File: config.mk
export PLATFORM = sky130hd
export DESIGN_NAME = nic_csr
export DESIGN_NICKNAME = d
export VERILOG_FILES = /design/src/hdl/mgmt_frame.v /design/src/hdl/nic_csr.v
export VERILOG_INCLUDE_DIRS = /design/src /design/src/hdl
export SDC_FILE = /design/constraint.sdc
export NUM_CORES = 1
export LEC_CHECK = 0
export ABC_CLOCK_PERIOD_IN_PS = 5910
export BUFFER_PORTS_ARGS = -buffer_cell sky130_fd_sc_hd__buf_2
export CORE_ASPECT_RATIO = 1.2
export CORE_MARGIN = 10
export CORE_UTILIZATION = 52
export DETAILED_ROUTE_END_ITERATION = 7
export PLACE_DENSITY = 0.78
export SETUP_SLACK_MARGIN = 0.1
export SYNTH_ARGS = -nofsm -noshare
export SYNTH_HDL_FRONTEND = slang
export SYNTH_HIERARCHICAL = 1
export SYNTH_SLANG_ARGS = --single-unit
File: constraint.sdc
create_clock -name core_clk -period 5.91 [get_ports core_clk]
set_clock_uncertainty 0.15 [all_clocks]
set_input_delay 0.2955 -clock core_clk [delete_from_list [all_inputs] [get_ports core_clk]]
set_output_delay 0.2955 -clock core_clk [all_outputs]
set_load 0.005 [all_outputs]
File: src/hdl/nic_defines.vh
`ifndef NIC_DEFINES_VH
`define NIC_DEFINES_VH

// Byte offsets in the control and status space
`define OFF_SCB 5'h00
`define OFF_GPTR 5'h04
`define OFF_PORT 5'h08
`define OFF_EEFL 5'h0c
`define OFF_MDI 5'h10

// Status word field positions
`define ST_CX 15
`define ST_FR 14
`define ST_CNA 13
`define ST_RNR 12
`define ST_MDI 11
`define ST_CU_LSB 6
`define ST_RU_LSB 2

// Command word positions (within the upper half)
`define CMD_RU_LSB 0
`define CMD_CU_LSB 4
`define CMD_ACK_LSB 8

// Unit commands
`define UC_NOP 3'h0
`define UC_ACTIVATE 3'h1
`define UC_RESUME 3'h2
`define UC_SUSPEND 3'h3
`define UC_IDLE 3'h4

// Unit states
`define US_IDLE 2'h0
`define US_SUSP 2'h1
`define US_ACTIVE 2'h2

// Port functions
`define PF_SWRESET 4'h0
`define PF_SELFTEST 4'h1
`define PF_SELRESET 4'h2
`define PF_DUMP 4'h3

// Management control register fields
`define MDI_REG_LSB 16
`define MDI_PHY_LSB 21
`define MDI_OP_LSB 26
`define MDI_READY 28
`define MDI_IE 29
`define MDI_OP_READ 2'h2
`define MDI_OP_WRITE 2'h1

// Management frame layout
`define MF_START 2'h1
`define MF_TA_WRITE 2'h2
`define MF_LAST_BIT 7'd63
`define MF_RD_RELEASE 7'd46
`define MF_DATA_FIRST 7'd48

// Management clock timing
`define CLK_MHZ 125
`define MDC_HALF_NS 400
`define MDC_HALF_CYC ((`MDC_HALF_NS * `CLK_MHZ + 999) / 1000)

`endif

File: src/hdl/mgmt_frame.v
`timescale 1ns/1ps
`include "nic_defines.vh"

module mgmt_frame (
  input wire core_clk,
  input wire sys_rst,
  input wire clear,
  input wire start,
  input wire is_read,
  input wire [4:0] phy_address_field,
  input wire [4:0] phy_register_field,
  input wire [15:0] wdata,
  input wire mdio_i,
  output wire mdc,
  output wire mdio_o,
  output wire mdio_oe,
  output wire busy,
  output wire done,
  output wire [15:0] rdata
);

  localparam [31:0] HALF_CYC = `MDC_HALF_CYC;
  localparam [7:0] HALF_M1 = HALF_CYC[7:0] - 8'h01;

  reg [7:0] div_q;
  reg mdc_q;
  reg [6:0] bit_q;
  reg [63:0] sh_q;
  reg busy_q;
  reg rd_q;
  reg oe_q;
  reg o_q;
  reg done_q;
  reg [15:0] rdata_q;
  wire [1:0] op;
  wire [1:0] turnaround_bits;
  wire [63:0] frame;
  wire [6:0] bit_nx;

  assign op = is_read ? `MDI_OP_READ : `MDI_OP_WRITE;
  assign turnaround_bits = is_read ? 2'h0 : `MF_TA_WRITE;
  // Preamble, start, op, addresses, turnaround, data
  assign frame = {32'hffffffff, `MF_START, op, phy_address_field, phy_register_field,
                  turnaround_bits, wdata};
  assign bit_nx = bit_q + 7'd1;

  always @(posedge core_clk or posedge sys_rst) begin
    if (sys_rst) begin
      div_q <= 8'h00;
      mdc_q <= 1'b0;
      bit_q <= 7'h00;
      sh_q <= 64'h0;
      busy_q <= 1'b0;
      rd_q <= 1'b0;
      oe_q <= 1'b0;
      o_q <= 1'b0;
      done_q <= 1'b0;
      rdata_q <= 16'h0000;
    end else begin
      done_q <= 1'b0;
      if (clear) begin
        busy_q <= 1'b0;
        oe_q <= 1'b0;
        mdc_q <= 1'b0;
        div_q <= 8'h00;
        rdata_q <= 16'h0000;
      end else if (!busy_q) begin
        oe_q <= 1'b0;
        if (start) begin
          busy_q <= 1'b1;
          sh_q <= frame;
          rd_q <= is_read;
          bit_q <= 7'h00;
          div_q <= 8'h00;
          mdc_q <= 1'b0;
          oe_q <= 1'b1;
          o_q <= frame[63];
        end
      end else if (div_q == HALF_M1) begin
        div_q <= 8'h00;
        mdc_q <= ~mdc_q;
        if (!mdc_q) begin
          // Rising edge: PHY samples our bit, we sample its data
          if (rd_q && bit_q >= `MF_DATA_FIRST) begin
            rdata_q <= {rdata_q[14:0], mdio_i};
          end
        end else if (bit_q == `MF_LAST_BIT) begin
          busy_q <= 1'b0;
          oe_q <= 1'b0;
          done_q <= 1'b1;
        end else begin
          // Falling edge: present next bit ahead of the rising edge
          bit_q <= bit_nx;
          sh_q <= {sh_q[62:0], 1'b0};
          o_q <= sh_q[62];
          oe_q <= !(rd_q && bit_nx >= `MF_RD_RELEASE);
        end
      end else begin
        div_q <= div_q + 8'h01;
      end
    end
  end

  assign mdc = mdc_q;
  assign mdio_o = o_q;
  assign mdio_oe = oe_q;
  assign busy = busy_q;
  assign done = done_q;
  assign rdata = rdata_q;

endmodule // mgmt_frame

File: src/hdl/nic_csr.v
`timescale 1ns/1ps
`include "nic_defines.vh"

module nic_csr (
  input wire core_clk,
  input wire sys_rst,
  input wire host_wr,
  input wire host_rd,
  input wire host_io_cycle,
  input wire host_mem_cycle,
  input wire [4:0] host_addr,
  input wire [3:0] host_be,
  input wire [31:0] host_wdata,
  output wire [31:0] host_rdata,
  output wire host_ack,
  output wire scb_fetch,
  output wire cu_start,
  output wire cu_resume,
  output wire [31:0] unit_ptr,
  input wire cu_done,
  input wire cfg_done,
  output wire ru_start,
  input wire ru_frame_done,
  output wire rfd_advance,
  output wire tx_allow,
  output wire rx_allow,
  output wire [1:0] cu_state,
  output wire [1:0] ru_state,
  output wire status_irq,
  output wire port_op_start,
  output wire port_op_dump,
  output wire [27:0] port_addr,
  input wire port_op_done,
  output wire [15:0] eeprom_ctl,
  output wire [15:0] flash_ctl,
  output wire mdc,
  output wire mdio_o,
  output wire mdio_oe,
  input wire mdio_i
);

  localparam [1:0] P_IDLE = 2'd0, P_SEL = 2'd1, P_RUN = 2'd2, P_FULL = 2'd3;

  reg [4:0] stat_q, stat_d, mdi_reg_q, mdi_phy_q;
  reg [1:0] cu_q, cu_d, ru_q, ru_d, mdi_op_q, pst_q;
  reg [15:0] cmd_q, eeprom_q, flash_q, mdi_data_q;
  reg [31:0] gptr_q, rdata_q;
  reg [27:0] paddr_q;
  reg configured_q, fetch_q, cu_start_q, cu_resume_q, ru_start_q, rfd_adv_q, ack_q;
  reg mdi_ready_q, mdi_ie_q, mdi_go_q, pdump_q, pstart_q, full_clr_q, sel_clr_q;
  wire access, wr_scb, wr_cmd, wr_gptr, wr_port, wr_mdi, any_clr, mf_busy, mf_done;
  wire [3:0] pfunc;
  wire [15:0] mf_rdata;
  wire [31:0] cmd_merged;

  // Writes into one word, honouring byte enables
  function [31:0] merge;
    input [31:0] old;
    input [31:0] nw;
    input [3:0] be;
    integer i;
    begin
      merge = old;
      for (i = 0; i < 4; i = i + 1) begin
        if (be[i]) begin
          merge[i*8 +: 8] = nw[i*8 +: 8];
        end
      end
    end
  endfunction

  function hit;
    input [4:0] addr;
    input [4:0] off;
    begin
      hit = (addr[4:2] == off[4:2]);
    end
  endfunction

  // I/O and memory cycles decode to the same register set
  assign access = host_io_cycle | host_mem_cycle;
  assign wr_scb = host_wr & access & hit(host_addr, `OFF_SCB);
  assign wr_cmd = wr_scb & (host_be[2] | host_be[3]);
  assign wr_gptr = host_wr & access & hit(host_addr, `OFF_GPTR);
  assign wr_port = host_wr & access & hit(host_addr, `OFF_PORT) & host_be[0];
  assign wr_mdi = host_wr & access & hit(host_addr, `OFF_MDI) & !mf_busy & !mdi_go_q;
  assign pfunc = host_wdata[3:0];
  assign any_clr = full_clr_q | sel_clr_q;
  assign cmd_merged = merge({cmd_q, 16'h0000}, host_wdata, host_be);

  // Host read path and acknowledge
  always @(posedge core_clk or posedge sys_rst) begin
    if (sys_rst) begin
      rdata_q <= 32'h00000000;
      ack_q <= 1'b0;
    end else begin
      ack_q <= (host_wr | host_rd) & access;
      rdata_q <= 32'h00000000;
      if (host_rd & access) begin
        case (host_addr[4:2])
          3'd0: rdata_q <= {cmd_q, stat_q, 3'h0, cu_q, 2'h0, ru_q, 2'h0};
          3'd1: rdata_q <= gptr_q;
          3'd2: rdata_q <= {paddr_q, 4'h0};
          3'd3: rdata_q <= {eeprom_q, flash_q};
          3'd4: rdata_q <= {2'h0, mdi_ie_q, mdi_ready_q, mdi_op_q, mdi_phy_q,
                            mdi_reg_q, mdi_data_q};
          default: rdata_q <= 32'h00000000;
        endcase
      end
    end
  end

  // Next unit states and status events
  always @* begin
    cu_d = cu_q;
    ru_d = ru_q;
    stat_d = stat_q;
    if (fetch_q) begin
      case (cmd_q[`CMD_CU_LSB +: 3])
        `UC_ACTIVATE: cu_d = `US_ACTIVE;
        `UC_RESUME: cu_d = (cu_q == `US_SUSP) ? `US_ACTIVE : cu_q;
        `UC_SUSPEND: cu_d = (cu_q == `US_ACTIVE) ? `US_SUSP : cu_q;
        `UC_IDLE: cu_d = `US_IDLE;
        default: cu_d = cu_q;
      endcase
      case (cmd_q[`CMD_RU_LSB +: 3])
        `UC_ACTIVATE: ru_d = `US_ACTIVE;
        `UC_RESUME: ru_d = (ru_q == `US_SUSP) ? `US_ACTIVE : ru_q;
        `UC_SUSPEND: ru_d = (ru_q == `US_ACTIVE) ? `US_SUSP : ru_q;
        `UC_IDLE: ru_d = `US_IDLE;
        default: ru_d = ru_q;
      endcase
    end
    if (cu_done && cu_q == `US_ACTIVE) begin
      cu_d = `US_IDLE;
    end
    // Acknowledge clears first so that new events win
    if (wr_cmd && host_be[3]) begin
      stat_d = stat_q & ~host_wdata[31:27];
    end
    if (cu_done && cu_q == `US_ACTIVE) begin
      stat_d[`ST_CX - 11] = 1'b1;
    end
    if (cu_q == `US_ACTIVE && cu_d != `US_ACTIVE) begin
      stat_d[`ST_CNA - 11] = 1'b1;
    end
    if (ru_q == `US_ACTIVE && ru_d != `US_ACTIVE) begin
      stat_d[`ST_RNR - 11] = 1'b1;
    end
    if (ru_frame_done && ru_q == `US_ACTIVE) begin
      stat_d[`ST_FR - 11] = 1'b1;
    end
    if (mf_done && mdi_ie_q) begin
      stat_d[`ST_MDI - 11] = 1'b1;
    end
  end

  // Control block and unit control
  always @(posedge core_clk or posedge sys_rst) begin
    if (sys_rst) begin
      stat_q <= 5'h00;
      cu_q <= `US_IDLE;
      ru_q <= `US_IDLE;
      cmd_q <= 16'h0000;
      gptr_q <= 32'h00000000;
      configured_q <= 1'b0;
      fetch_q <= 1'b0;
      cu_start_q <= 1'b0;
      cu_resume_q <= 1'b0;
      ru_start_q <= 1'b0;
      rfd_adv_q <= 1'b0;
      eeprom_q <= 16'h0000;
      flash_q <= 16'h0000;
    end else if (any_clr) begin
      stat_q <= 5'h00;
      cu_q <= `US_IDLE;
      ru_q <= `US_IDLE;
      cmd_q <= 16'h0000;
      gptr_q <= 32'h00000000;
      fetch_q <= 1'b0;
      cu_start_q <= 1'b0;
      cu_resume_q <= 1'b0;
      ru_start_q <= 1'b0;
      rfd_adv_q <= 1'b0;
      eeprom_q <= 16'h0000;
      flash_q <= 16'h0000;
      if (full_clr_q) begin
        configured_q <= 1'b0;
      end
    end else begin
      stat_q <= stat_d;
      cu_q <= cu_d;
      ru_q <= ru_d;
      // A write anywhere in the block triggers a reread of all of it
      fetch_q <= wr_scb;
      if (wr_cmd) begin
        cmd_q <= cmd_merged[31:16];
      end else if (fetch_q) begin
        cmd_q[7:0] <= 8'h00;
      end
      if (wr_gptr) begin
        gptr_q <= merge(gptr_q, host_wdata, host_be);
      end
      if (host_wr && access && hit(host_addr, `OFF_EEFL)) begin
        {eeprom_q, flash_q} <= merge({eeprom_q, flash_q}, host_wdata, host_be);
      end
      cu_start_q <= fetch_q && cmd_q[`CMD_CU_LSB +: 3] == `UC_ACTIVATE;
      cu_resume_q <= fetch_q && cmd_q[`CMD_CU_LSB +: 3] == `UC_RESUME && cu_q == `US_SUSP;
      ru_start_q <= fetch_q && cmd_q[`CMD_RU_LSB +: 3] == `UC_ACTIVATE;
      rfd_adv_q <= ru_frame_done && ru_q == `US_ACTIVE;
      if (cfg_done) begin
        configured_q <= 1'b1;
      end
    end
  end

  // Port functions: resets, self-test, dump
  always @(posedge core_clk or posedge sys_rst) begin
    if (sys_rst) begin
      pst_q <= P_IDLE;
      paddr_q <= 28'h0000000;
      pdump_q <= 1'b0;
      pstart_q <= 1'b0;
      full_clr_q <= 1'b0;
      sel_clr_q <= 1'b0;
    end else begin
      full_clr_q <= 1'b0;
      sel_clr_q <= 1'b0;
      pstart_q <= 1'b0;
      case (pst_q)
        P_IDLE: begin
          if (wr_port) begin
            paddr_q <= host_wdata[31:4];
            case (pfunc)
              `PF_SWRESET: full_clr_q <= 1'b1;
              `PF_SELRESET: sel_clr_q <= 1'b1;
              `PF_SELFTEST, `PF_DUMP: begin
                sel_clr_q <= 1'b1;
                pdump_q <= (pfunc == `PF_DUMP);
                pst_q <= P_SEL;
              end
              default: pst_q <= P_IDLE;
            endcase
          end
        end
        P_SEL: begin
          pstart_q <= 1'b1;
          pst_q <= P_RUN;
        end
        P_RUN: begin
          if (port_op_done) begin
            pst_q <= P_FULL;
          end
        end
        P_FULL: begin
          full_clr_q <= 1'b1;
          pst_q <= P_IDLE;
        end
        default: pst_q <= P_IDLE;
      endcase
    end
  end

  // Management control register
  always @(posedge core_clk or posedge sys_rst) begin
    if (sys_rst) begin
      mdi_data_q <= 16'h0000;
      mdi_reg_q <= 5'h00;
      mdi_phy_q <= 5'h00;
      mdi_op_q <= 2'h0;
      mdi_ready_q <= 1'b0;
      mdi_ie_q <= 1'b0;
      mdi_go_q <= 1'b0;
    end else if (any_clr) begin
      mdi_data_q <= 16'h0000;
      mdi_reg_q <= 5'h00;
      mdi_phy_q <= 5'h00;
      mdi_op_q <= 2'h0;
      mdi_ready_q <= 1'b0;
      mdi_ie_q <= 1'b0;
      mdi_go_q <= 1'b0;
    end else begin
      mdi_go_q <= 1'b0;
      if (wr_mdi) begin
        mdi_data_q <= host_wdata[15:0];
        mdi_reg_q <= host_wdata[`MDI_REG_LSB +: 5];
        mdi_phy_q <= host_wdata[`MDI_PHY_LSB +: 5];
        mdi_op_q <= host_wdata[`MDI_OP_LSB +: 2];
        mdi_ie_q <= host_wdata[`MDI_IE];
        mdi_ready_q <= 1'b0;
        mdi_go_q <= (host_wdata[`MDI_OP_LSB +: 2] == `MDI_OP_READ) ||
                    (host_wdata[`MDI_OP_LSB +: 2] == `MDI_OP_WRITE);
      end else if (mf_done) begin
        mdi_ready_q <= 1'b1;
        if (mdi_op_q == `MDI_OP_READ) begin
          mdi_data_q <= mf_rdata;
        end
      end
    end
  end

  mgmt_frame u_mgmt (
    .core_clk(core_clk),
    .sys_rst(sys_rst),
    .clear(any_clr),
    .start(mdi_go_q),
    .is_read(mdi_op_q == `MDI_OP_READ),
    .phy_address_field(mdi_phy_q),
    .phy_register_field(mdi_reg_q),
    .wdata(mdi_data_q),
    .mdio_i(mdio_i),
    .mdc(mdc),
    .mdio_o(mdio_o),
    .mdio_oe(mdio_oe),
    .busy(mf_busy),
    .done(mf_done),
    .rdata(mf_rdata)
  );

  assign host_rdata = rdata_q;
  assign host_ack = ack_q;
  assign scb_fetch = fetch_q;
  assign cu_start = cu_start_q;
  assign cu_resume = cu_resume_q;
  assign unit_ptr = gptr_q;
  assign ru_start = ru_start_q;
  assign rfd_advance = rfd_adv_q;
  assign tx_allow = configured_q && cu_q == `US_ACTIVE;
  assign rx_allow = configured_q && ru_q == `US_ACTIVE;
  assign cu_state = cu_q;
  assign ru_state = ru_q;
  assign status_irq = |stat_q;
  assign port_op_start = pstart_q;
  assign port_op_dump = pdump_q;
  assign port_addr = paddr_q;
  assign eeprom_ctl = eeprom_q;
  assign flash_ctl = flash_q;

endmodule // nic_csr

# --- Yosys cells after proc, flatten, opt, wreduce, memory -nomap -nowiden ---
# Cells that the tools add are included.
word_totals:
  ff_bits: 293
  input_bits: 52
  word_cells: 297
op_classes:
  n_addsub: 2
  n_lt_le_gt_ge: 2
  eq_ne: 40
  mux: 116
  bitwise_logic: 20
  n_reduce_logical: 69
ops:
  columns: ["op", "count"]
  rows:
  - ["$mux W63", 5]
  - ["$mux W16", 14]
  - ["$pmux W32 S5", 1]
  - ["$mux W32", 3]
  - ["$mux W8", 11]
  - ["$mux W1", 51]
  - ["$mux W7", 5]
  - ["$mux W2", 15]
  - ["$mux W5", 6]
  - ["$reduce_and A2 Y1", 15]
  - ["$reduce_bool A3 Y1", 9]
  - ["$reduce_bool A2 Y1", 13]
  - ["$pmux W2 S4", 3]
  - ["$eq A3 B2 Y1 const B", 6]
  - ["$ne A2 B2 Y1 const B", 9]
  - ["$logic_and A1 B1 Y1", 16]
  - ["$ge A7 B6 Y1 const B", 2]
  - ["$eq A2 B2 Y1 const B", 6]
  - ["$and A1 B1 Y1", 11]
  - ["$eq A3 B1 Y1 const B", 3]
  - ["$eq A3 B3 Y1 const B", 3]
  - ["$reduce_and A3 Y1", 3]
  - ["$add A8 B1 Y8 const B", 1]
  - ["$eq A2 B1 Y1 const B", 4]
  - ["other kinds (24)", 34]

# --- Logic depth before layout (Yosys ltp) ---
# Gate-level depths: netlist (run 1).
depth:
  word_depth: 9
  depth_mapped: 11
  depth_no_buf: 7

# --- Hierarchy ---
# Netlist (run 1), hierarchy kept.
by_module_without_submodules:
  columns: ["mod", "n_inst", "cells_per_inst", "area_each_um2"]
  rows:
  - ["nic_csr", 1, 903, 8897.3]
  - ["mgmt_frame", 1, 352, 4459.3]

# --- Least setup slack after synthesis (run 1) ---
# OpenSTA, ideal clock, no wires.
synth_path:
  path_kind: "register to register"
  from: "register sel_clr_q"
  to: "register u_mgmt.sh_q[4]"
  setup_ns: 0.128
  t_arrival_ns: 2.245
  required_ns: 5.632
  path_slack_ns: 3.387
  stages_incl_launch_ff: 10
  period_less_slack_ns: 2.523
  cell_sequence: "dfrtp_1 > nor2_2 > inv_2 > buf_2 > buf_2 > buf_1 > o21bai_1 > a21oi_4 > buf_4 > mux2_1"
synth_between:
  elab_chain_len: 3
synth_lines:
  columns: ["item", "line", "rtl"]
  rows:
  - ["from (decl)", "nic_csr.v:50", "reg mdi_ready_q, mdi_ie_q, mdi_go_q, pdump_q, pstart_q, full_clr_q, sel_clr_q;"]
  - ["from (signal assigned)", "nic_csr.v:225", "sel_clr_q <= 1'b0;"]
  - ["from (signal assigned)", "nic_csr.v:228", "sel_clr_q <= 1'b0;"]
  - ["from (signal assigned)", "nic_csr.v:236", "`PF_SELRESET: sel_clr_q <= 1'b1;"]
  - ["$or A1 B1 Y1", "nic_csr.v:88", "assign any_clr = full_clr_q | sel_clr_q;"]
  - ["named net any_clr", "nic_csr.v:51", "wire access, wr_scb, wr_cmd, wr_gptr, wr_port, wr_mdi, any_clr, mf_busy, mf_done;"]
  - ["$not A1 Y1 (no line)", null, null]
  - ["$reduce_and A5 Y1 (no line)", null, null]
  - ["to (signal assigned)", "mgmt_frame.v:71", "sh_q <= frame;"]
  - ["to (signal assigned)", "mgmt_frame.v:94", "sh_q <= {sh_q[62:0], 1'b0};"]
  - ["to (decl)", "mgmt_frame.v:28", "reg [63:0] sh_q;"]
# The timed path passes the listed nets, and every way through them passes these cells.
# A chain may end at the register's enable or synchronous reset.

# --- Worst setup path in the final report (run 1) ---
layout_path:
  from: "register u_mgmt.busy_q, in the netlist u_mgmt/busy"
  to: "register u_mgmt.sh_q[2]"
layout_between:
  elab_chain_len: 2
layout_lines:
  columns: ["item", "line", "rtl"]
  rows:
  - ["from (decl)", "mgmt_frame.v:29", "reg busy_q;"]
  - ["from (signal assigned)", "mgmt_frame.v:53", "busy_q <= 1'b0;"]
  - ["from (signal assigned)", "mgmt_frame.v:62", "busy_q <= 1'b0;"]
  - ["from (signal assigned)", "mgmt_frame.v:70", "busy_q <= 1'b1;"]
  - ["$ne A2 B1 Y1 (no line) (tied with other cells)", null, null]
  - ["$reduce_and A5 Y1 (no line)", null, null]
# Parallel ways exist; a longest one is shown, timed or not.

==> results by group, run 1 <==
Status
  – Outcome: complete, no violations

Hold path
  – WHS Endpoint: pst_q[1]
  – Hold_sp: port_op_done
  – WHS Path Cells: 3
  – Worst Hold Class: in -> reg

Logic synthesis
  – #FFs+latches synth: 293
  – Post-synth ARST share: 100%
  – Post-synthesis simple-gate area fraction: 14.0%
  – Yosys top cell by area: dfrtp_1
  – Sequential fraction of the synthesis area: 54.9%
  – Main synth FF type: dfrtp_1
  – Combinational family with the most area after synthesis: compound AO/OA/AOI/OAI gates
  – Adder-cell share of the synthesized area: 0.843%
  – Syn Nets: 1316
  – Top cells by area, synth: dfrtp_1, nand2_1, mux2_2
  – Post-Synthesis Cells: 1255
  – Synth Area in Compound Gates: 15.4%
  – Count leader, synth: dfrtp_1
  – Synth Area in XOR/XNOR: 0.393%
  – Synth unique cells: 66
  – Synth warn: 6
  – Mux cell area share after synthesis: 10.9%
  – EDFF count, synth: 0
  – Top cells by count, synth: dfrtp_1, nand2_1, nor2_1
  – Top-area cell type share of the netlist area: 54.9%
  – Post-Syn Area: 13400 um2
  – Mean Syn Cell Area: 10.6 um2

Final layout
  – Finished Core Util: 62.0%
  – Fin cells: 1795
  – Nets: 1512
  – # fillers: 1947
  – Share of cells above drive strength 1: 23.0%
  – Area Overhead vs Synth: 17.9%

Pwr
  – Leak: 7.44 nW
  – Power Dens Cells: 420 nW/um2
  – VDD IR max: 0.216 mV

Clock tree
  – Post-CTS Repair Setup Buffers: 0
  – PostCTS Resize Cnt: 0
  – Clock buffer count from CTS: 29
  – Clk Latency, worst-skew pair: 550 ps
  – CTS H-tree depth: 1
  – Sink Count: 293
  – CTS tree: done
  – Clock slew at reported path FFs: 60 ps
  – Clock root cell: clkbuf_16
  – Bufs on Longest Clock Path: 3

Drt
  – WL final: 37600 um
  – DRT iter0 DRCs: 918
  – Routed WL per cell: 21.0 um
  – # DRC: 0
  – Antenna viol nets, final: 0
  – Vias per cell: 5.99
  – Drt pass-1 iters: 5
  – Detailed-route via count: 10800

Global routing
  – Pin count of the biggest net entering global routing: 138
  – Congestion Overflow GR: 0
  – GRT Resource Usage Total: 22.3%
  – First-pass GRT wire length: 60000 um
  – Vias in the first global route: 10700
  – Initial antenna violation count: 1

Die
  – Num ports: 194
  – Initial core utilization: 52.6%
  – Die area: 32500 um2
  – Area of the core: 25400 um2
  – Num rows: 64
  – Die H: 196 um
  – DIE WIDTH: 166 um

Timing
  – Fin. max-slew vios: 0
  – Max Fclk: 0.294 GHz
  – Hold Fails Final Rpt: 0
  – Hold Worst Slack: 30.7 ps
  – Unrepaired setup endpoints after global routing: false
  – Tcrit/Tclk final: 57.5%
  – Worst Tran Pin Value: 1160 ps
  – Setup Total Neg Slack: 0 ps
  – Min cycle time layout: 3400 ps
  – Final setup vio count: 0
  – Rel. slew slack: 22.4%

Worst setup path
  – Worst-path fanout max: 45
  – WS Path Type: reg -> reg
  – Reg2reg start: u_mgmt/busy
  – Crit Reg-Reg Endpoint: u_mgmt/sh_q[2]
  – Startpoint types: flop
  – Reg2reg setup slack: 2510 ps
  – Critical path required time: 6180 ps
  – Critical path endpoint category: flop
  – Worst r2r path cells: 4
  – Critical Path AT: 3670 ps

Placed design
  – DPL Wire Length: 25000 um
  – Placed instance count: 1708
  – Placer Congestion: 0.892
  – Port bufs: 191

Flow run
  – MaxCap Viol Count: 0
per-layer routing:
metal	vias to the layer above	part of all wire (%)	track usage, %
met1	5331	40	27.9
met3	91	8.4	4.88
li1	4825	-	-
met5	-	0	0
met2	508	48	36.7
met4	0	3.9	9.31
cell type report:
type / instances / area (um2) / share of cell area [%]
diodes: 1 / 2.50 / 0.0159
clock buffers: 39 / 813 / 5.16
clock inverters: 5 / 33.8 / 0.214
inverters: 14 / 62.6 / 0.397
multi-input cells: 861 / 5570 / 35.4
flip-flops and latches: 293 / 7330 / 46.6
well taps: 330 / 413 / 2.62
repair buffers: 252 / 1520 / 9.64
registers in the layout, summed over array words and instances, names as in the netlist, 2 cells and up:
register,count
mdi_phy_q,5
eeprom_ctl,16
port_addr,28
mdi_data_q,16
pst_q,2
cu_state,2
mdi_op_q,2
host_rdata,32
u_mgmt/sh_q,63
cmd_q,16
unit_ptr,32
u_mgmt/div_q,8
u_mgmt/rdata,16
stat_q,5
u_mgmt/bit_q,7
ru_state,2
flash_ctl,16
mdi_reg_q,5
per-stage QoR:
stage	power, mW	worst slack [ps]	area [um2]
after floorplan	4.12	209	13400
final	6.61	2510	15800
after detailed placement	4.89	2550	14500
after global routing	6.98	2300	15700
after CTS	6.62	2520	15700
after global placement	4.79	2610	14500
worst max-delay path, stage by stage (launching register included):
cell and delay, ps:
dfrtp_1 1110, o21bai_1 470, a21oi_4 530, buf_4 580
mux2_2 400
power by group:
part | internal, mW | switching, mW
clock network | 0.949 | 0.744
registers | 2.57 | 0.510
logic | 0.891 | 0.953
worst max path at each step:
| stage | startpoint | end | slack [ps] | cells past startpoint |
|---|---|---|---|---|
| after floorplan | sys_rst | cmd_q[0] | 210 | 1 |
| after global placement | u_mgmt/busy | u_mgmt/sh_q[3] | 2610 | 4 |
| after detailed placement | u_mgmt/busy | u_mgmt/sh_q[2] | 2550 | 4 |
| after CTS | u_mgmt/busy | u_mgmt/sh_q[6] | 2520 | 4 |
| after global routing | u_mgmt/busy | u_mgmt/sh_q[6] | 2300 | 4 |
| final | u_mgmt/busy | u_mgmt/sh_q[2] | 2510 | 4 |
what timing repair did:
item                                    CTS  global route
hold buffers                             42             0
hold endpoints to repair                324             0
endpoints found under the setup margin    0             0
cells in the final DEF, fill, tap and decap left out, types with 8 or more instances in the layout:
master and instances:
dfrtp_1 293, nand2_1 235, buf_2 191, nor2_1 69
mux2_2 57, o21ai_0 52, a22oi_1 49, mux2i_1 47
dlygate4sd3_1 42, a21oi_1 35, o22a_1 34, o21ai_1 32
and2_1 32, clkbuf_16 29, mux2_1 26, o22ai_1 22
nand3_1 19, buf_4 19, a211oi_1 18, nor2b_1 10
inv_1 10, nor3_1 10, ha_1 9, a41oi_2 8
a32o_1 8
cell families (layout without fill, tap and decap cells):
| family | count (synthesis) | count (layout) |
|---|---|---|
| fa+ha+maj | 9 | 9 |
| buf+inv | 101 | 310 |
| mux | 132 | 132 |
| other cells | 0 | 1 |
| compound gates | 296 | 296 |
| simple gates | 418 | 418 |
| flops | 293 | 293 |
| xor+xnor | 6 | 6 |
(Power assumes the default switching activity.)
==> inputs of run 2 (changes only) <==
--- a/config.mk
+++ b/config.mk
@@ -6,7 +6,8 @@
 export SDC_FILE = /design/constraint.sdc
 export NUM_CORES = 1
 export LEC_CHECK = 0
-export ABC_CLOCK_PERIOD_IN_PS = 5910
+export ABC_AREA = 1
+export ABC_CLOCK_PERIOD_IN_PS = 3100
 export BUFFER_PORTS_ARGS = -buffer_cell sky130_fd_sc_hd__buf_2
 export CORE_ASPECT_RATIO = 1.2
 export CORE_MARGIN = 10
==> constraint.sdc (replaced) <==
create_clock -name core_clk -period 3.1 [get_ports core_clk]
set_clock_uncertainty 0.15 [all_clocks]
set_input_delay 0.155 -clock core_clk [delete_from_list [all_inputs] [get_ports core_clk]]
set_output_delay 0.155 -clock core_clk [all_outputs]
set_load 0.005 [all_outputs]
==> run 2 against run 1 <==
Via count increased by 7.7%. Largest cell class unchanged. Hold slack improved by 5.9 ps. Register-to-register slack got worse by 1900 ps. Combinational power is 120% higher. Global-route usage is 1.8 points higher. Critical path depth rose by 5. Non-clock buffer count increased by 6. Sequential share of layout area rose by 0.26 points. Utilization rose by 1.2 points.
==> results by group, run 2 <==
Drt
  – Detail Route met2 WL: 18900 um (+4.3%)
  – Met1 wire length: 14500 um (-2.8%)
  – Detailed-route via count: 11600 (+7.7%)
  – Top layer in use: met4
  – WL final: 39000 um (+3.7%)
  – # DRC: 0 (unchanged)
  – Vias per cell: 5.69 (-5.1%)
  – Routed WL per cell: 19.2 um (-8.6%)
  – Drt pass-1 iters: 6 (+1)
  – Met3 routed WL: 3680 um (+16%)
  – DRT iter0 DRCs: 937 (+2.1%)
  – Antenna viol nets, final: 0 (unchanged)

Final layout
  – Most frequent cells in the layout: nand2_1, dfrtp_1, buf_2
  – Nets: 1753 (+16%)
  – Multi-input gate area: 4790 um2 (-14%)
  – Share of cells above drive strength 1: 17.6% (-5.4 points)
  – # fillers: 1973 (+1.3%)
  – Area taken by flip-flops and latches: 7330 um2 (unchanged)
  – Area Overhead vs Synth: 20.1%
  – Fin cells: 2037 (+13%)
  – Most common cell after layout, fill and taps aside: nand2_1
  – Biggest register: u_mgmt/sh_q
  – Flip-flop count of the largest register after layout: 63 (unchanged)

Timing
  – Worst Tran Pin Value: 837 ps (-328 ps)
  – Fin. max-slew vios: 0 (unchanged)
  – Rel. slew slack: 44.2% (+22 points)
  – Unrepaired setup endpoints after global routing: false
  – Max Fclk: 0.395 GHz
  – Final setup vio count: 0 (unchanged)
  – Min cycle time layout: 2530 ps
  – Hold Fails Final Rpt: 0 (unchanged)
  – Setup Total Neg Slack: 0 ps (unchanged)
  – Setup ws final: 570 ps (-1940 ps)
  – Hold Worst Slack: 36.6 ps (+5.90 ps)
  – Tcrit/Tclk final: 81.6%

Worst setup path
  – Reg2reg start: u_mgmt/busy
  – Crit Reg-Reg Endpoint: mdi_go_q
  – CP Capture Point: mdi_go_q
  – Crit path top cell by count: dlygate4sd3_1
  – Critical path endpoint category: flop
  – WS Path Type: in -> reg
  – Critical path cell sequence: dlygate4sd3_1 -> buf_2 -> nor2_2 -> nand2_2 -> inv_2 -> nand3_2 -> buf_4 -> a211oi_1 -> dlygate4sd3_1
  – Startpoint types: input port
  – CP max-delay cell: dlygate4sd3_1
  – Worst-path fanout max: 25 (-44%)
  – CP Depth: 9 (+5)
  – Worst r2r path cells: 5 (+1)
  – CP bufs+invs: 5 (+4)
  – Critical path required time: 3430 ps (-2750 ps)
  – CP peak stage delay: 580 ps (-530 ps)
  – Reg2reg setup slack: 610 ps (-1900 ps)
  – Critical Path AT: 2860 ps (-810 ps)
  – Crit path from: host_addr[3]
  – CP top delay family: buffers and inverters

Hold path
  – Worst Hold Class: in -> reg
  – Hold_sp: host_be[2]

Pwr
  – Leak: 7.83 nW (+5.2%)
  – Power Dens Cells: 869 nW/um2 (+110%)
  – VDD IR max: 0.611 mV (+180%)

Logic synthesis
  – Yosys top cell by area: dfrtp_1
  – Top cells by area, synth: dfrtp_1, nand2_1, o21ai_1
  – Post-Synthesis Cells: 1476 (+18%)
  – Main synth FF type: dfrtp_1
  – #FFs+latches synth: 293 (unchanged)
  – Top cells by count, synth: nand2_1, dfrtp_1, o21ai_1
  – Count leader, synth: nand2_1
  – EDFF count, synth: 0 (unchanged)
  – Synth unique cells: 46 (-30%)
  – Synth warn: 6 (unchanged)
  – Syn Nets: 1537 (+17%)
  – Top-area cell type share of the netlist area: 56.2% (+1.3 points)
  – Post-Syn Area: 13000 um2 (-2.3%)
  – Mean Syn Cell Area: 8.84 um2 (-17%)
  – Sequential fraction of the synthesis area: 56.2% (+1.3 points)
  – Post-synth ARST share: 100% (unchanged)

Clock tree
  – CTS H-tree depth: 1 (unchanged)
  – Sink Count: 293 (unchanged)
  – Clk Latency, worst-skew pair: 550 ps (about the same)
  – Clock root cell: clkbuf_16
  – CTS tree: done
  – Clock slew at reported path FFs: 70 ps (about the same)
  – Bufs on Longest Clock Path: 3 (unchanged)
  – Clock buffer count from CTS: 29 (unchanged)
  – Post-CTS Repair Setup Buffers: 0 (unchanged)

Global routing
  – Initial antenna violation count: 1 (unchanged)
  – Pin count of the biggest net entering global routing: 80 (-42%)
  – Congestion Overflow GR: 0 (unchanged)
  – GRT Resource Usage Total: 24.1% (+1.8 points)
  – First-pass GRT wire length: 62700 um (+4.6%)
  – Vias in the first global route: 11800 (+9.7%)

Placed design
  – Dpl ws: 808 ps (-1740 ps)
  – Placed instance count: 1941 (+14%)
  – Port bufs: 191 (unchanged)
  – Placer Congestion: 0.921 (+3.2%)
  – DPL Wire Length: 26600 um (+6.6%)

Die
  – Area of the core: 24800 um2 (-2.5%)
  – Initial core utilization: 52.7% (+0.087 points)
  – Num rows: 63 (-1.6%)
  – Die H: 194 um (-1.1%)
  – Num ports: 194 (unchanged)
  – DIE WIDTH: 165 um (-1.0%)
  – Die area: 31800 um2 (-2.1%)

Status
  – Outcome: complete, no violations

Flow run
  – MaxCap Viol Count: 0 (unchanged)
## run 2: logic make-up after synthesis
kind of cell | count (synthesis) | synth area share, %
simple gates | 581 | 18.5
compound gates | 362 | 15.3
mux | 25 | 1.92
flops | 293 | 56.2
xor+xnor | 1 | 0.0672
fa+ha+maj | 9 | 0.863
buf+inv | 205 | 7.16
## run 2: report_power, final
group / total, mW / switching [mW] / internal, mW / leakage [nW]
Combinational: 4.11 / 2.60 / 1.51 / 3.58
Clock: 3.64 / 1.46 / 2.18 / 0.478
Sequential: 5.86 / 0.877 / 4.99 / 3.77
## run 2: how the worst min path moves through the flow
stage | to | slack [ps] | cells after the start
floorplan | mdi_go_q | 90 | 1
global placement | u_mgmt/sh_q[20] | 150 | 2
detailed placement | host_rdata[20] | 150 | 2
CTS | cmd_q[7] | 20 | 6
global route | host_rdata[27] | 70 | 4
finish | cmd_q[7] | 40 | 6
## run 2: worst min-delay path, stage by stage
cell	delay, ps
buf_2	90
inv_1	60
nand3_1	80
o21ai_1	80
inv_2	130
o22ai_1	80
## run 2: what timing repair did
item | 4_1_cts | 5_1_grt
hold buffers | 45 | 0
resized for setup | 0 | 0
endpoints found under the hold margin | 226 | 0
## run 2: area by class of cell
class,instances,share of cell area [%]
inverters,132,3.20
clock inverters,7,0.863
multi-input cells,978,30.6
well taps,325,2.60
clock buffers,43,5.35
diodes,1,0.0160
flip-flops and latches,293,46.8
repair buffers,258,10.6
## run 2: metrics by stage
stage	utilization (%)	power (mW)	area (um2)
5_1_grt	63.3	14.4	15700
6_report	63.3	13.6	15700
3_3_place_gp	57.5	9.69	14200
2_1_floorplan	-	8.27	13000
4_1_cts	63.3	13.6	15700
3_5_place_dp	57.5	9.87	14200
## run 2: layer usage
metal / global-route usage (%) / vias up
met2: 39.1 / 592
met1: 28.9 / 5558
met5: 0 / -
met3: 6.44 / 133
met4: 11.7 / 0
li1: - / 5298
==> inputs of run 3 (changes only) <==
--- a/config.mk
+++ b/config.mk
@@ -7,13 +7,13 @@
 export NUM_CORES = 1
 export LEC_CHECK = 0
 export ABC_AREA = 1
-export ABC_CLOCK_PERIOD_IN_PS = 3100
+export ABC_CLOCK_PERIOD_IN_PS = 2600
 export BUFFER_PORTS_ARGS = -buffer_cell sky130_fd_sc_hd__buf_2
 export CORE_ASPECT_RATIO = 1.2
 export CORE_MARGIN = 10
-export CORE_UTILIZATION = 52
+export CORE_UTILIZATION = 57
 export DETAILED_ROUTE_END_ITERATION = 7
-export PLACE_DENSITY = 0.78
+export PLACE_DENSITY = 0.81
 export SETUP_SLACK_MARGIN = 0.1
 export SYNTH_ARGS = -nofsm -noshare
 export SYNTH_HDL_FRONTEND = slang
==> constraint.sdc (replaced) <==
create_clock -name core_clk -period 2.6 [get_ports core_clk]
set_clock_uncertainty 0.15 [all_clocks]
set_input_delay 0.13 -clock core_clk [delete_from_list [all_inputs] [get_ports core_clk]]
set_output_delay 0.13 -clock core_clk [all_outputs]
set_load 0.005 [all_outputs]
==> run 3 against run 2 <==
Total power is 20% higher. Clock power is 21% higher. Global-route usage is 2.3 points higher. Sequential power is 19% higher. Critical endpoint unchanged.
==> results by group, run 3 (same netlist as run 2, synthesis figures left out) <==
Die
  – DIE WIDTH: 158 um (-3.9%)
  – Num rows: 60 (-4.8%)
  – Num ports: 194 (unchanged)
  – Initial core utilization: 58.1% (+5.4 points)
  – Area of the core: 22400 um2 (-9.3%)
  – Die H: 186 um (-4.0%)
  – Die area: 29400 um2 (-7.8%)

Pwr
  – Cell internal pwr: 10.4 mW (+20%)
  – Leak: 7.91 nW (+1.1%)
  – Combinational Power Share: 30.1% (about the same)
  – Sw frac: 36.2% (-0.049 points)
  – Sequential share of power: 42.8% (-0.3 points)
  – Clock share of power: 27.1% (+0.3 points)
  – Psw: 5.90 mW (+20%)
  – VDD IR max: 0.673 mV (+10%)
  – Power Dens Cells: 1030 nW/um2 (+19%)

Worst setup path
  – Critical Path AT: 2580 ps (-280 ps)
  – Worst-path fanout max: 25 (unchanged)
  – Critical path cell sequence: nor2_1 -> nand3_2 -> buf_4 -> a211oi_1 -> dlygate4sd3_1
  – Critical path required time: 2930 ps (-500 ps)
  – Crit path from: u_mgmt/busy
  – Critical path endpoint category: flop
  – CP max-delay cell: dlygate4sd3_1
  – Startpoint types: flop
  – Reg2reg setup slack: 360 ps (-250 ps)
  – CP peak stage delay: 590 ps (about the same)
  – Reg2reg start: u_mgmt/busy
  – WS Path Type: reg -> reg

Final layout
  – Nets: 1768 (+0.86%)
  – Area Overhead vs Synth: 21.1%
  – N_diodes: 0 (-1)
  – Flip-flop count of the largest register after layout: 63 (unchanged)
  – Most frequent cells in the layout: nand2_1, dfrtp_1, buf_2
  – Design Area, Final: 15800 um2 (+0.82%)
  – Share of cells above drive strength 1: 18.3% (+0.74 points)
  – Most common cell after layout, fill and taps aside: nand2_1
  – Fin cells: 2008 (-1.4%)
  – Biggest register: u_mgmt/sh_q

Clock tree
  – Clock root cell: clkbuf_16
  – Clock slew at reported path FFs: 60 ps (about the same)
  – Bufs on Longest Clock Path: 3 (unchanged)
  – CTS tree: done
  – CTS H-tree depth: 1 (unchanged)
  – Clock buffer count from CTS: 29 (unchanged)
  – Sink Count: 293 (unchanged)
  – Clk Latency, worst-skew pair: 550 ps (about the same)

Drt
  – Routed WL per cell: 19.3 um (+0.75%)
  – Detailed-route via count: 11700 (+0.97%)
  – # DRC: 0 (unchanged)
  – DRT iter0 DRCs: 1080 (+15%)
  – Vias per cell: 5.82 (+2.4%)
  – Drt pass-1 iters: 6 (unchanged)
  – Antenna viol nets, final: 0 (unchanged)
  – WL final: 38700 um (-0.69%)

Flow run
  – MaxCap Viol Count: 0 (unchanged)

Timing
  – Fin. max-slew vios: 0 (unchanged)
  – Final setup vio count: 0 (unchanged)
  – Rel. slew slack: 45.4% (+1.2 points)
  – Tcrit/Tclk final: 86.3%
  – Min cycle time layout: 2240 ps
  – Unrepaired setup endpoints after global routing: false
  – Worst Tran Pin Value: 819 ps (-17.4 ps)
  – Max Fclk: 0.446 GHz
  – Hold Fails Final Rpt: 0 (unchanged)

Placed design
  – Placed instance count: 1903 (-2.0%)
  – Port bufs: 191 (unchanged)
  – DPL Wire Length: 26300 um (-1.1%)
  – Dpl cell area: 14300 um2 (+0.11%)
  – Placer Congestion: 0.908 (-1.5%)

Status
  – Outcome: complete, no violations

Global routing
  – First-pass GRT wire length: 61800 um (-1.4%)
  – Congestion Overflow GR: 0 (unchanged)
  – GRT Resource Usage Total: 26.4% (+2.3 points)
  – Initial antenna violation count: 0 (-1)
  – Vias in the first global route: 11700 (-0.62%)
  – Pin count of the biggest net entering global routing: 56 (-30%)

Hold path
  – Worst Hold Class: in -> async
[run 3: what timing repair did]
item | in CTS | in global routing
hold buffers | 51 | 0
buffers inserted | 0 | 1
hold endpoints to repair | 438 | 0
setup endpoints to repair | 0 | 1
gates resized for setup | 0 | 0
[run 3: path summary, 6_finish.rpt]
check / end / cells past startpoint
max in group asynchronous: u_mgmt/sh_q[53] / 4
min reg2reg: u_mgmt/sh_q[31] / 2
min: eeprom_ctl[7] / 3
min in group core_clk: host_rdata[7] / 5
max: mdi_go_q / 5
max reg2reg: mdi_go_q / 5
[run 3: routing by layer]
metal / vias to the layer above / global-route usage (%) / part of all wire, %
met5: - / 0 / 0
met4: 0 / 13.2 / 5.2
met3: 145 / 7.11 / 10
met2: 625 / 42.2 / 48
met1: 5602 / 32.3 / 37
li1: 5321 / - / -
[run 3: metrics by stage]
step	total power [mW]	hold WS [ps]	setup TNS (ps)	setup WS, ps	utilization (%)
final	16.3	8.74	0	355	70.4
after global routing	17.3	31.6	0	247	70.4
after detailed placement	11.7	9.18	0	470	63.5
after CTS	16.2	0.605	0	332	70.3
after floorplan	9.86	69.3	-32890	-170	-
after global placement	11.5	11.8	0	555	63.5
[run 3: final cells by class]
class | instances | area, um2
clock inverters | 9 | 129
flip-flops and latches | 293 | 7330
multi-input cells | 978 | 4790
repair buffers | 273 | 1800
well taps | 279 | 349
inverters | 132 | 503
fillers | 1627 | 6660
clock buffers | 44 | 892
[run 3: power groups by stage]
stage / registers [mW] / logic, mW / clock network, mW
final: 6.98 / 4.91 / 4.42
after detailed placement: 6.99 / 4.74 / 0
after floorplan: 6.81 / 3.04 / 0
after CTS: 6.94 / 4.85 / 4.44
after global routing: 7.13 / 5.51 / 4.66
after global placement: 6.95 / 4.57 / 0
[run 3: worst max-delay path, delay by kind of cell (launching register included)]
| kind | cells | cell delay [ps] |
|---|---|---|
| simple gates | 2 | 450 |
| flops | 1 | 480 |
| compound gates | 1 | 210 |
| buf+inv | 2 | 880 |
